==> config.mk <==
export PLATFORM = sky130hd
export DESIGN_NAME = cimd_core
export DESIGN_NICKNAME = d
export VERILOG_FILES = /design/src/cimd_pkg.sv /design/src/cimd_core.sv /design/src/cimd_decode.sv
export SDC_FILE = /design/constraint.sdc
export NUM_CORES = 1
export LEC_CHECK = 0
export BUFFER_PORTS_ARGS = -buffer_cell sky130_fd_sc_hd__buf_2
export CAP_MARGIN = 5
export CORE_ASPECT_RATIO = 1.25
export CORE_MARGIN = 4
export CORE_UTILIZATION = 40
export CTS_BUF_LIST = sky130_fd_sc_hd__clkbuf_2 sky130_fd_sc_hd__clkbuf_4 sky130_fd_sc_hd__clkbuf_8
export DETAILED_ROUTE_END_ITERATION = 10
export PLACE_DENSITY = 0.77
export SETUP_SLACK_MARGIN = 0.15
export SYNTH_ARGS = -nofsm -noshare
export SYNTH_HDL_FRONTEND = slang
export SYNTH_HIERARCHICAL = 1
export SYNTH_SLANG_ARGS = --single-unit
==> constraint.sdc <==
create_clock -name REF_CLK -period 3.8 [get_ports REF_CLK]
set_clock_uncertainty 0.1 [all_clocks]
set_input_delay 0.38 -clock REF_CLK [delete_from_list [all_inputs] [get_ports REF_CLK]]
set_output_delay 0.38 -clock REF_CLK [all_outputs]
set_load 0.02 [all_outputs]
==> src/cimd_pkg.sv <==
// package for the interrupt entry sequencer and memory decoder
// assumes a single cpu clock and an asynchronous active-low reset
package cimd_pkg;
    localparam int          NUM_IRQ          = 8;
    localparam int          PC_W             = 16;
    localparam int          ADDR_W           = 16;
    localparam int          ENTRY_CYCLES     = 5;
    localparam int          WAKE_EXTRA       = 5;
    localparam int          JMP_CYCLES       = 3;
    localparam int          RET_CYCLES       = 5;
    localparam logic [15:0] REG_END          = 16'h001F;
    localparam logic [15:0] IO_END           = 16'h005F;
    localparam logic [15:0] EXT_IO_END       = 16'h00FF;
    localparam logic [15:0] SRAM_START       = 16'h0100;
    localparam logic [15:0] SRAM_END         = 16'h20FF;
    localparam logic [11:0] NV_END           = 12'h0FFF;
    localparam logic [15:0] SP_RESET         = 16'h20FF;
    localparam logic [15:0] BOOT_START       = 16'hF000;
    localparam int          IO_SHORT_COUNT   = 64;
    localparam int          GIE_BIT          = 7;
    localparam logic [7:0]  FLAGS_RESET      = 8'h00;

    typedef enum logic [5:0] {
        CIMD_RUN   = 6'b00_0001,
        CIMD_ENTRY = 6'b00_0010,
        CIMD_JUMP  = 6'b00_0100,
        CIMD_RET   = 6'b00_1000,
        CIMD_SLEEP = 6'b01_0000,
        CIMD_WAKE  = 6'b10_0000
    } cimd_state_t;

    typedef enum logic [4:0] {
        CIMD_RG_REGS = 5'b0_0001,
        CIMD_RG_IO   = 5'b0_0010,
        CIMD_RG_EXIO = 5'b0_0100,
        CIMD_RG_SRAM = 5'b0_1000,
        CIMD_RG_EXT  = 5'b1_0000
    } cimd_region_t;
endpackage : cimd_pkg

==> src/cimd_core.sv <==
// interrupt entry/return sequencer with memory space decode
// assumes the core pulses instruction events and owns the stack ram
//
// Behaviour
// - accepted interrupt waits at least five cycles before vector executes.
// - program counter pushed to stack during entry.
// - vector jump adds three cycles to reach handler.
// - multi-cycle instruction completes before entry starts.
// - wake from sleep adds five entry cycles beyond start-up time.
// - return takes five cycles, pops pc, sp plus two, sets enable.
// - sleep right after enabling enters sleep before pending interrupts.
// - registers to 0x001F, i/o to 0x005F, extended i/o to 0x00FF.
// - 0x0100 to 0x20FF selects internal data ram.
// - extended i/o only by load/store; short i/o sees 64 locations.
// - program memory is 64K x 16 words, one or two word instructions.
// - program counter is 16 bits, word addressed.
// - program memory split into boot and application sections.
// - byte constants fetchable from whole program memory.
// - nonvolatile store is linear from zero to 0x0FFF.
// - addresses above internal ram go to external region.
// - external strobes idle during internal data accesses.
// - accepting an interrupt clears global enable.
module cimd_core
    import cimd_pkg::*;
(
    input  wire logic                REF_CLK,
    input  wire logic                RST_B,
    input  wire logic [NUM_IRQ-1:0]  IRQ_PEND,
    input  wire logic                INSN_DONE,
    input  wire logic                INSN_RETI,
    input  wire logic                INSN_SEI,
    input  wire logic                INSN_CLI,
    input  wire logic                INSN_SLEEP,
    input  wire logic                WAKE_READY,
    input  wire logic [PC_W-1:0]     PC_NEXT,
    input  wire logic [7:0]          STACK_RDATA,
    input  wire logic [ADDR_W-1:0]   DATA_ADDR,
    input  wire logic                DATA_RD,
    input  wire logic                DATA_WR,
    input  wire logic                SHORT_IO,
    input  wire logic [PC_W:0]       PROG_BYTE_ADDR,
    input  wire logic [11:0]         NV_ADDR,
    output logic                     IRQ_ACK,
    output logic [NUM_IRQ-1:0]       IRQ_ACK_ID,
    output logic                     CORE_STALL,
    output logic                     PC_LOAD,
    output logic [PC_W-1:0]          PC_TARGET,
    output logic                     STACK_WE,
    output logic [ADDR_W-1:0]        STACK_ADDR,
    output logic [7:0]               STACK_WDATA,
    output logic [ADDR_W-1:0]        SP_OUT,
    output logic                     GIE_OUT,
    output logic                     SLEEPING,
    output logic [4:0]               DATA_REGION,
    output logic                     IO_HIT,
    output logic                     EXT_RD_STB,
    output logic                     EXT_WR_STB,
    output logic [PC_W-1:0]          PROG_WORD_ADDR,
    output logic                     PROG_BYTE_HI,
    output logic                     PROG_IN_BOOT,
    output logic                     NV_VALID
);
    // ************************************************************
    // state
    // ************************************************************
    cimd_state_t     state_reg, state_next;
    logic [3:0]      cnt_reg, cnt_next;
    logic [7:0]      flags_reg, flags_next;
    logic [ADDR_W-1:0] sp_reg, sp_next;
    logic [PC_W-1:0] pc_save_reg, pc_save_next;
    logic [PC_W-1:0] vec_reg, vec_next;
    logic            hold_reg, hold_next;
    logic [NUM_IRQ-1:0] ack_id_reg, ack_id_next;
    logic [PC_W-1:0] pop_reg, pop_next;

    // ************************************************************
    // priority pick and acceptance
    // ************************************************************
    wire  gie = flags_reg[GIE_BIT];
    wire  any_pend = |IRQ_PEND;
    wire  [NUM_IRQ-1:0] lowest = IRQ_PEND & (~IRQ_PEND + NUM_IRQ'(1));
    logic [PC_W-1:0] vec_idx;
    always_comb begin
        vec_idx = '0;
        for (int i = NUM_IRQ - 1; i >= 0; i--) begin
            if (lowest[i]) begin
                vec_idx = PC_W'(i + 1);
            end
        end
    end
    // vectors are two words apart; slot zero is the reset vector
    wire [PC_W-1:0] vec_addr = {vec_idx[PC_W-2:0], 1'b0};
    // hold_reg blocks service for one instruction after sei or reti
    wire accept = (state_reg == CIMD_RUN) && INSN_DONE && gie && any_pend
                  && !hold_reg && !INSN_CLI && !INSN_SLEEP && !INSN_RETI;

    // ************************************************************
    // sequencer
    // ************************************************************
    always_comb begin
        state_next   = state_reg;
        cnt_next     = cnt_reg;
        flags_next   = flags_reg;
        sp_next      = sp_reg;
        pc_save_next = pc_save_reg;
        vec_next     = vec_reg;
        ack_id_next  = '0;
        pop_next     = pop_reg;
        hold_next    = hold_reg;
        if (INSN_DONE) begin
            hold_next = INSN_SEI || INSN_RETI;
        end
        case (state_reg)
            CIMD_RUN: begin
                if (INSN_CLI) flags_next[GIE_BIT] = 1'b0;
                if (INSN_SEI) flags_next[GIE_BIT] = 1'b1;
                if (accept) begin
                    flags_next[GIE_BIT] = 1'b0;
                    pc_save_next = PC_NEXT;
                    vec_next     = vec_addr;
                    ack_id_next  = lowest;
                    cnt_next     = 4'(ENTRY_CYCLES - 1);
                    state_next   = CIMD_ENTRY;
                end else if (INSN_SLEEP && INSN_DONE) begin
                    state_next = CIMD_SLEEP;
                end else if (INSN_RETI && INSN_DONE) begin
                    cnt_next   = 4'(RET_CYCLES - 1);
                    state_next = CIMD_RET;
                end
            end
            CIMD_SLEEP: begin
                if (any_pend && WAKE_READY) begin
                    cnt_next   = 4'(WAKE_EXTRA - 1);
                    state_next = CIMD_WAKE;
                end
            end
            CIMD_WAKE: begin
                if (cnt_reg == 4'h0) begin
                    if (gie && any_pend) begin
                        flags_next[GIE_BIT] = 1'b0;
                        pc_save_next = PC_NEXT;
                        vec_next     = vec_addr;
                        ack_id_next  = lowest;
                        cnt_next     = 4'(ENTRY_CYCLES - 1);
                        state_next   = CIMD_ENTRY;
                    end else begin
                        state_next = CIMD_RUN;
                    end
                end else begin
                    cnt_next = cnt_reg - 4'h1;
                end
            end
            CIMD_ENTRY: begin
                // push low byte then high byte, sp falls by one each
                if (cnt_reg >= 4'(ENTRY_CYCLES - 2)) begin
                    sp_next = sp_reg - 16'h0001;
                end
                if (cnt_reg == 4'h0) begin
                    cnt_next   = 4'(JMP_CYCLES - 1);
                    state_next = CIMD_JUMP;
                end else begin
                    cnt_next = cnt_reg - 4'h1;
                end
            end
            CIMD_JUMP: begin
                if (cnt_reg == 4'h0) begin
                    state_next = CIMD_RUN;
                end else begin
                    cnt_next = cnt_reg - 4'h1;
                end
            end
            CIMD_RET: begin
                if (cnt_reg == 4'(RET_CYCLES - 1)) begin
                    sp_next = sp_reg + 16'h0001;
                end else if (cnt_reg == 4'(RET_CYCLES - 2)) begin
                    sp_next = sp_reg + 16'h0001;
                    pop_next[15:8] = STACK_RDATA;
                end else if (cnt_reg == 4'(RET_CYCLES - 3)) begin
                    pop_next[7:0] = STACK_RDATA;
                end
                if (cnt_reg == 4'h0) begin
                    flags_next[GIE_BIT] = 1'b1;
                    state_next = CIMD_RUN;
                end else begin
                    cnt_next = cnt_reg - 4'h1;
                end
            end
            default: begin
                state_next = CIMD_RUN;
            end
        endcase
    end

    always_ff @(posedge REF_CLK or negedge RST_B) begin
        if (!RST_B) begin
            state_reg   <= CIMD_RUN;
            cnt_reg     <= '0;
            flags_reg   <= FLAGS_RESET;
            sp_reg      <= SP_RESET;
            pc_save_reg <= '0;
            vec_reg     <= '0;
            hold_reg    <= 1'b0;
            ack_id_reg  <= '0;
            pop_reg     <= '0;
        end else begin
            state_reg   <= state_next;
            cnt_reg     <= cnt_next;
            flags_reg   <= flags_next;
            sp_reg      <= sp_next;
            pc_save_reg <= pc_save_next;
            vec_reg     <= vec_next;
            hold_reg    <= hold_next;
            ack_id_reg  <= ack_id_next;
            pop_reg     <= pop_next;
        end
    end

    // ************************************************************
    // outputs to the core and stack memory
    // ************************************************************
    wire in_entry = state_reg == CIMD_ENTRY;
    wire push_now = in_entry && (cnt_reg >= 4'(ENTRY_CYCLES - 2));
    wire push_hi  = cnt_reg == 4'(ENTRY_CYCLES - 2);
    assign IRQ_ACK     = |ack_id_reg;
    assign IRQ_ACK_ID  = ack_id_reg;
    assign CORE_STALL  = state_reg != CIMD_RUN;
    // vector loads at the end of entry; return target loads at the end of return
    assign PC_LOAD     = (in_entry || state_reg == CIMD_RET) && cnt_reg == 4'h0;
    assign PC_TARGET   = in_entry ? vec_reg : pop_reg;
    assign STACK_WE    = push_now;
    assign STACK_ADDR  = (state_reg == CIMD_RET) ? sp_reg : sp_reg;
    assign STACK_WDATA = push_hi ? pc_save_reg[15:8] : pc_save_reg[7:0];
    assign SP_OUT      = sp_reg;
    assign GIE_OUT     = gie;
    assign SLEEPING    = state_reg == CIMD_SLEEP;

    // ************************************************************
    // memory space decode
    // ************************************************************
    cimd_region_t region;
    cimd_decode u_decode (
        .addr     (DATA_ADDR),
        .short_io (SHORT_IO),
        .region   (region),
        .io_hit   (IO_HIT)
    );
    wire is_ext = region == CIMD_RG_EXT;
    assign DATA_REGION    = region;
    // strobes idle for any internal access
    assign EXT_RD_STB     = is_ext && DATA_RD;
    assign EXT_WR_STB     = is_ext && DATA_WR;
    // byte address into 64K x 16 words, odd byte is the high half
    assign PROG_WORD_ADDR = PROG_BYTE_ADDR[PC_W:1];
    assign PROG_BYTE_HI   = PROG_BYTE_ADDR[0];
    assign PROG_IN_BOOT   = PROG_BYTE_ADDR[PC_W:1] >= BOOT_START;
    assign NV_VALID       = NV_ADDR <= NV_END;
endmodule : cimd_core

==> src/cimd_decode.sv <==
// data space decoder: one region per address
// assumes a combinational address from the core
module cimd_decode
    import cimd_pkg::*;
(
    input  wire logic [ADDR_W-1:0] addr,
    input  wire logic              short_io,
    output cimd_region_t           region,
    output logic                   io_hit
);
    wire is_regs = addr <= REG_END;
    wire is_io   = !is_regs && addr <= IO_END;
    wire is_exio = !is_regs && !is_io && addr <= EXT_IO_END;
    wire is_sram = addr >= SRAM_START && addr <= SRAM_END;

    // exactly one region, contiguous cover of the full space
    assign region = is_regs ? CIMD_RG_REGS :
                    is_io   ? CIMD_RG_IO   :
                    is_exio ? CIMD_RG_EXIO :
                    is_sram ? CIMD_RG_SRAM :
                              CIMD_RG_EXT;
    // short i/o forms reach only the 64 standard locations, never registers or extended i/o
    assign io_hit = short_io ? is_io : 1'b1;
endmodule : cimd_decode

-- Yosys cells after proc, flatten, opt, wreduce, memory -nomap -nowiden
Index checks and enable logic that the tools add are counted.
- register bits: 84
- input bits: 88
- bits in latches: 0
- bits in read-only memories: 0
- memories: 0
- RAM bits: 0
- mux-type cells: 56
- $mul: 0
- equal/unequal tests: 26
- reductions and logical operators: 42
- $add $sub $neg: 4
- shift-type cells: 0
- $lt $le $gt $ge: 8
- bitwise gates (word level): 4
- div/mod/pow operators: 0
- operators with widths (operator ; count):
    2-to-1 mux 16 bit ; 10
    case mux 16 bit (2 select lines) ; 3
    2-to-1 mux 15 bit ; 5
    2-to-1 mux 4 bit ; 11
    2-to-1 mux 6 bit ; 7
    2-to-1 mux 8 bit ; 4
    case mux 6 bit (5 select lines) ; 1
    2-to-1 mux 5 bit ; 4
    case mux 4 bit (5 select lines) ; 1
    logical AND 1 bit ; 19
    adder 16 x 1 -> 16 bit, second input constant ; 1
    greater-or-equal comparator 16 bit, second input constant ; 1
    greater-or-equal comparator 16 x 9 -> 1 bit, second input constant ; 1
    <= comparator 16 x 14 -> 1 bit, second input constant ; 1
    <= comparator 16 x 5 -> 1 bit, second input constant ; 1
    <= comparator 16 x 7 -> 1 bit, second input constant ; 1
    <= comparator 16 x 8 -> 1 bit, second input constant ; 1
    case mux 8 bit (2 select lines) ; 1
    OR reduction 8 bit ; 2
    subtractor 16 x 1 -> 16 bit, second input constant ; 1
    <= comparator 12 bit, second input constant ; 1
    != test 2 x 1 -> 1 bit, second input constant ; 5
    AND reduction 5 bit ; 2
    != test 3 bit, second input constant ; 3
    33 further kinds ; 53

-- Logic depth before layout (Yosys ltp)
- depth in word-level cells: 14
- mapped depth: 12
- gate-level depth less buffers: 11

-- Cells and area by module
The synthesis kept the hierarchy.
- modules (own cells, without submodules) (module ; seq. area each (um^2) ; cells an instance ; area an instance (um^2) ; times used):
    cimd_core ; 1814.2 ; 458 ; 4464.3 ; 1
    cimd_decode ; 0.0 ; 14 ; 108.9 ; 1

-- Worst setup path before layout
OpenSTA, ideal clock, no wires.
- path type: register to register
- start: register state_reg[5]
- end: register sp_reg[15] (netlist: SP_OUT[15])
- setup slack: 319 ps
- path buffers: 1
- arrival: 3257 ps
- cell stages (with the launch flop): 12
- data required time: 3576 ps
- cells stage by stage: dfrtp_1 -> buf_2 -> nor2_1 -> nand3_1 -> ha_1 -> a211oi_2 -> o211ai_2 -> a31oi_2 -> nor2_1 -> a311o_1 -> mux2_4 -> a211o_1
- word-level cells in the longest chain between the ends: 3
- elaborated cells between the ends (all ways): 7
- those cells by class: eq/ne: 4; mux: 1; reduce/logical: 2
- RTL lines (what ; line ; source):
    start: declaration ; cimd_core.sv:66 ; cimd_state_t state_reg, state_next;
    start signal: assignment ; cimd_core.sv:206 ; state_reg <= state_next;
    == test 6 x 4 -> 1 bit / == test 6 x 2 -> 1 bit (equally long branches) ; cimd_core.sv:113 ; case (state_reg)
    != test 3 bit (no line), or another cell as far along ; -- ;
    AND reduction 3 bit (no line) ; -- ;
    end signal: assignment ; cimd_core.sv:209 ; sp_reg <= sp_next;
    end: declaration ; cimd_core.sv:69 ; logic [ADDR_W-1:0] sp_reg, sp_next;
Parallel ways exist; a longest one is shown, timed or not.
A chain may end at the register's enable or synchronous reset.

-- Final worst setup path
- start: register state_reg[3]
- end: register sp_reg[10] (netlist: SP_OUT[10])
Same word-level chain as after synthesis.

==> metrics.txt <==
MaxCap Viol Count 0; vias in the first global route 3,975; Die Y 128 um; clock sinks 72; Antenna Nets Post-Route 0; clk_lat worst skew between 0.3 and 0.4 ns; Congestion Overflow GR 0; Ys Warns 6; I/O Buffers 140; row cnt 43; Resize count post-CTS 0; Syn Inst Count 472; die width 104 um; final setup violation count 0; Pwr Density 769 nW/um^2; period utilisation layout 0.909; Max IR drop VDD 0.000368 V; Iteration-0 DRC Markers 161; setup TNS 0 ns; top cells by area, synth dfrtp_1 34%, mux2_2 6.9%, buf_4 5.7%, dfstp_2 5.7%, ha_1 4.7%; status completed; critical path arrival approximately 3.6 ns; post-synth top area cell dfrtp_1; Syn Area/Cell around 9.7 sq um; final core utilization 0.480; synth cell count leaders 62 x dfrtp_1, 39 x nand2_1, 35 x buf_4; via count 3,856; Slew HR 0.309; RSZ-0062 raised after global routing false; Vias/cell between 5 and 6; CP required 3.93 ns; post-synthesis async set-or-reset flop share 1.00; CTS tree yes; top cell type's share of synthesized area 0.339; # IOs 185; share of cells above drive strength 1 0.370; Slew @ Worst Pin 1.04 ns; gpl congestion around 0.86; dominant cell by count in the synthesized netlist dfrtp_1; Avg WL per Cell between 15 and 20 um; initial antenna violation count 0; clk buf depth 2; H-tree Lvls 3; core region area 11,100 sq um; Final Hold Vio Count 0; number of synthesized register bits between 70 and 80; Final nets 684; hpwl dp roughly 8300 um; total CTS buffers 9; syn nets between 500 and 600; Final WS setup 0.348 ns; global-route wire length before repair 17,700 um; register area share after synthesis 0.397; DR DRC count 0; crit path kind flip-flop to flip-flop; Final Max Slew Viols 0; first-pass iteration count of the detailed router 4; hold buffer count at cts 0; Netlist cell types 66; root buffer cell clkbuf_8; synthesized area around 4600 sq um; Routed WL 10,800 um; area of the die 13,200 sq um; Post-CTS Setup Bufs 0; Worst Hold Class primary input to asynchronous set/reset pin; Max Clk Rate 290 MHz; Total GRT Usage 0.163; total power 0.00411 W; largest net degree at the start of global routing 48; crit end category flip-flop; ANT cells 0; Leak 2.72 nW; clk slew on worst S/H paths 0.08 ns; min cycle time layout 3.45 ns; Synth-to-Final Area Change 16.9%; Worst setup SP type flip-flop; critical path peak fanout 12; commonest register cell after synthesis dfrtp_1; initial core utilization 0.411; Post-synth EDFFs 0; Placement Setup Slack ~0.39 ns
-- layout make-up --
| cell class | instances | area, sq um |
|---|---|---|
| inverter | 19 | 71.3 |
| clock inverter | 7 | 77.6 |
| tap | 135 | 169 |
| sequential | 72 | 1810 |
| clock buffer | 9 | 124 |
| fill | 1019 | 5790 |
| timing repair buffer | 148 | 761 |
| multi-input combinational | 328 | 2330 |
-- path summary, 6_finish.rpt --
| path | startpoint | to | slack [ns] | cells past startpoint |
|---|---|---|---|---|
| min | RST_B | IRQ_ACK_ID[4] | 0.09 | 1 |
| max in group asynchronous | RST_B | SP_OUT[0] | 2.52 | 2 |
| max reg2reg | state_reg[3] | SP_OUT[10] | 0.35 | 12 |
| min reg2reg | SP_OUT[6] | SP_OUT[6] | 0.38 | 2 |
| min in group REF_CLK | IRQ_PEND[5] | IRQ_ACK_ID[6] | 0.12 | 2 |
| max | state_reg[3] | SP_OUT[10] | 0.35 | 12 |
-- per-layer routing --
layer  GRT usage  vias up  routed length (um)
met4      0.0501        0                 148
met3      0.0702       17                1100
met2       0.307      146                5450
met1       0.162     1833                4100
met5           0        -                   0
li1            -     1860                   -
-- cell usage in the layout (no fill, tap or decap), drive strengths merged, types with 4 or more instances in the layout --
cell / count
xor2: 6
nor3: 13
o211ai: 4
a21oi: 24
o31ai: 5
a211oi: 4
nor2: 31
inv: 22
mux2: 46
buf: 148
a21o: 6
xnor2: 8
a211o: 4
clkbuf: 9
nor2b: 4
nand3b: 4
nor4: 11
ha: 17
nand3: 10
dfrtp: 62
nand2b: 4
and2: 14
dfstp: 10
and3: 7
nand2: 40
o21ai: 29
-- where the power goes --
part | total (W) | internal (W) | switching (W)
logic | 0.00228 | 0.000959 | 0.00132
clock network | 0.000630 | 0.000310 | 0.000320
registers | 0.00120 | 0.00101 | 0.000189
total | 0.00411 | 0.00228 | 0.00183
-- cell families after synthesis --
kind of cell | Yosys count | share of synthesized area
buffers and inverters | 72 | 0.0936
muxes | 48 | 0.119
DFF | 72 | 0.397
xor gates and xnor gates | 14 | 0.0268
and+or+nand+nor | 149 | 0.168
adders and majority gates | 18 | 0.0509
other | 1 | 0.000820
AOI/OAI and AO/OA | 98 | 0.144
-- critical path: stages, from the launching register on --
cell and delay, ns:
dfrtp_1 0.53, nor2b_1 0.26, nand3_1 0.27, buf_4 0.28, inv_1 0.16, fa_1 0.24, nor2b_1 0.05, o21ai_0 0.27
a21o_1 0.21, a21oi_1 0.10, a21o_1 0.19, a2111oi_0 0.55, nor2_1 0.11
-- per-stage QoR --
| step | cells | area (sq um) | hold slack, ns |
|---|---|---|---|
| floorplan | 472 | 4570 | -0.0156 |
| global placement | 702 | 5150 | 0.366 |
| detailed placement | 702 | 5150 | 0.377 |
| CTS | 718 | 5350 | 0.104 |
| global route | 718 | 5350 | 0.112 |
| finish | 718 | 5350 | 0.0899 |
No activity file was read; power rests on OpenSTA's default activity.
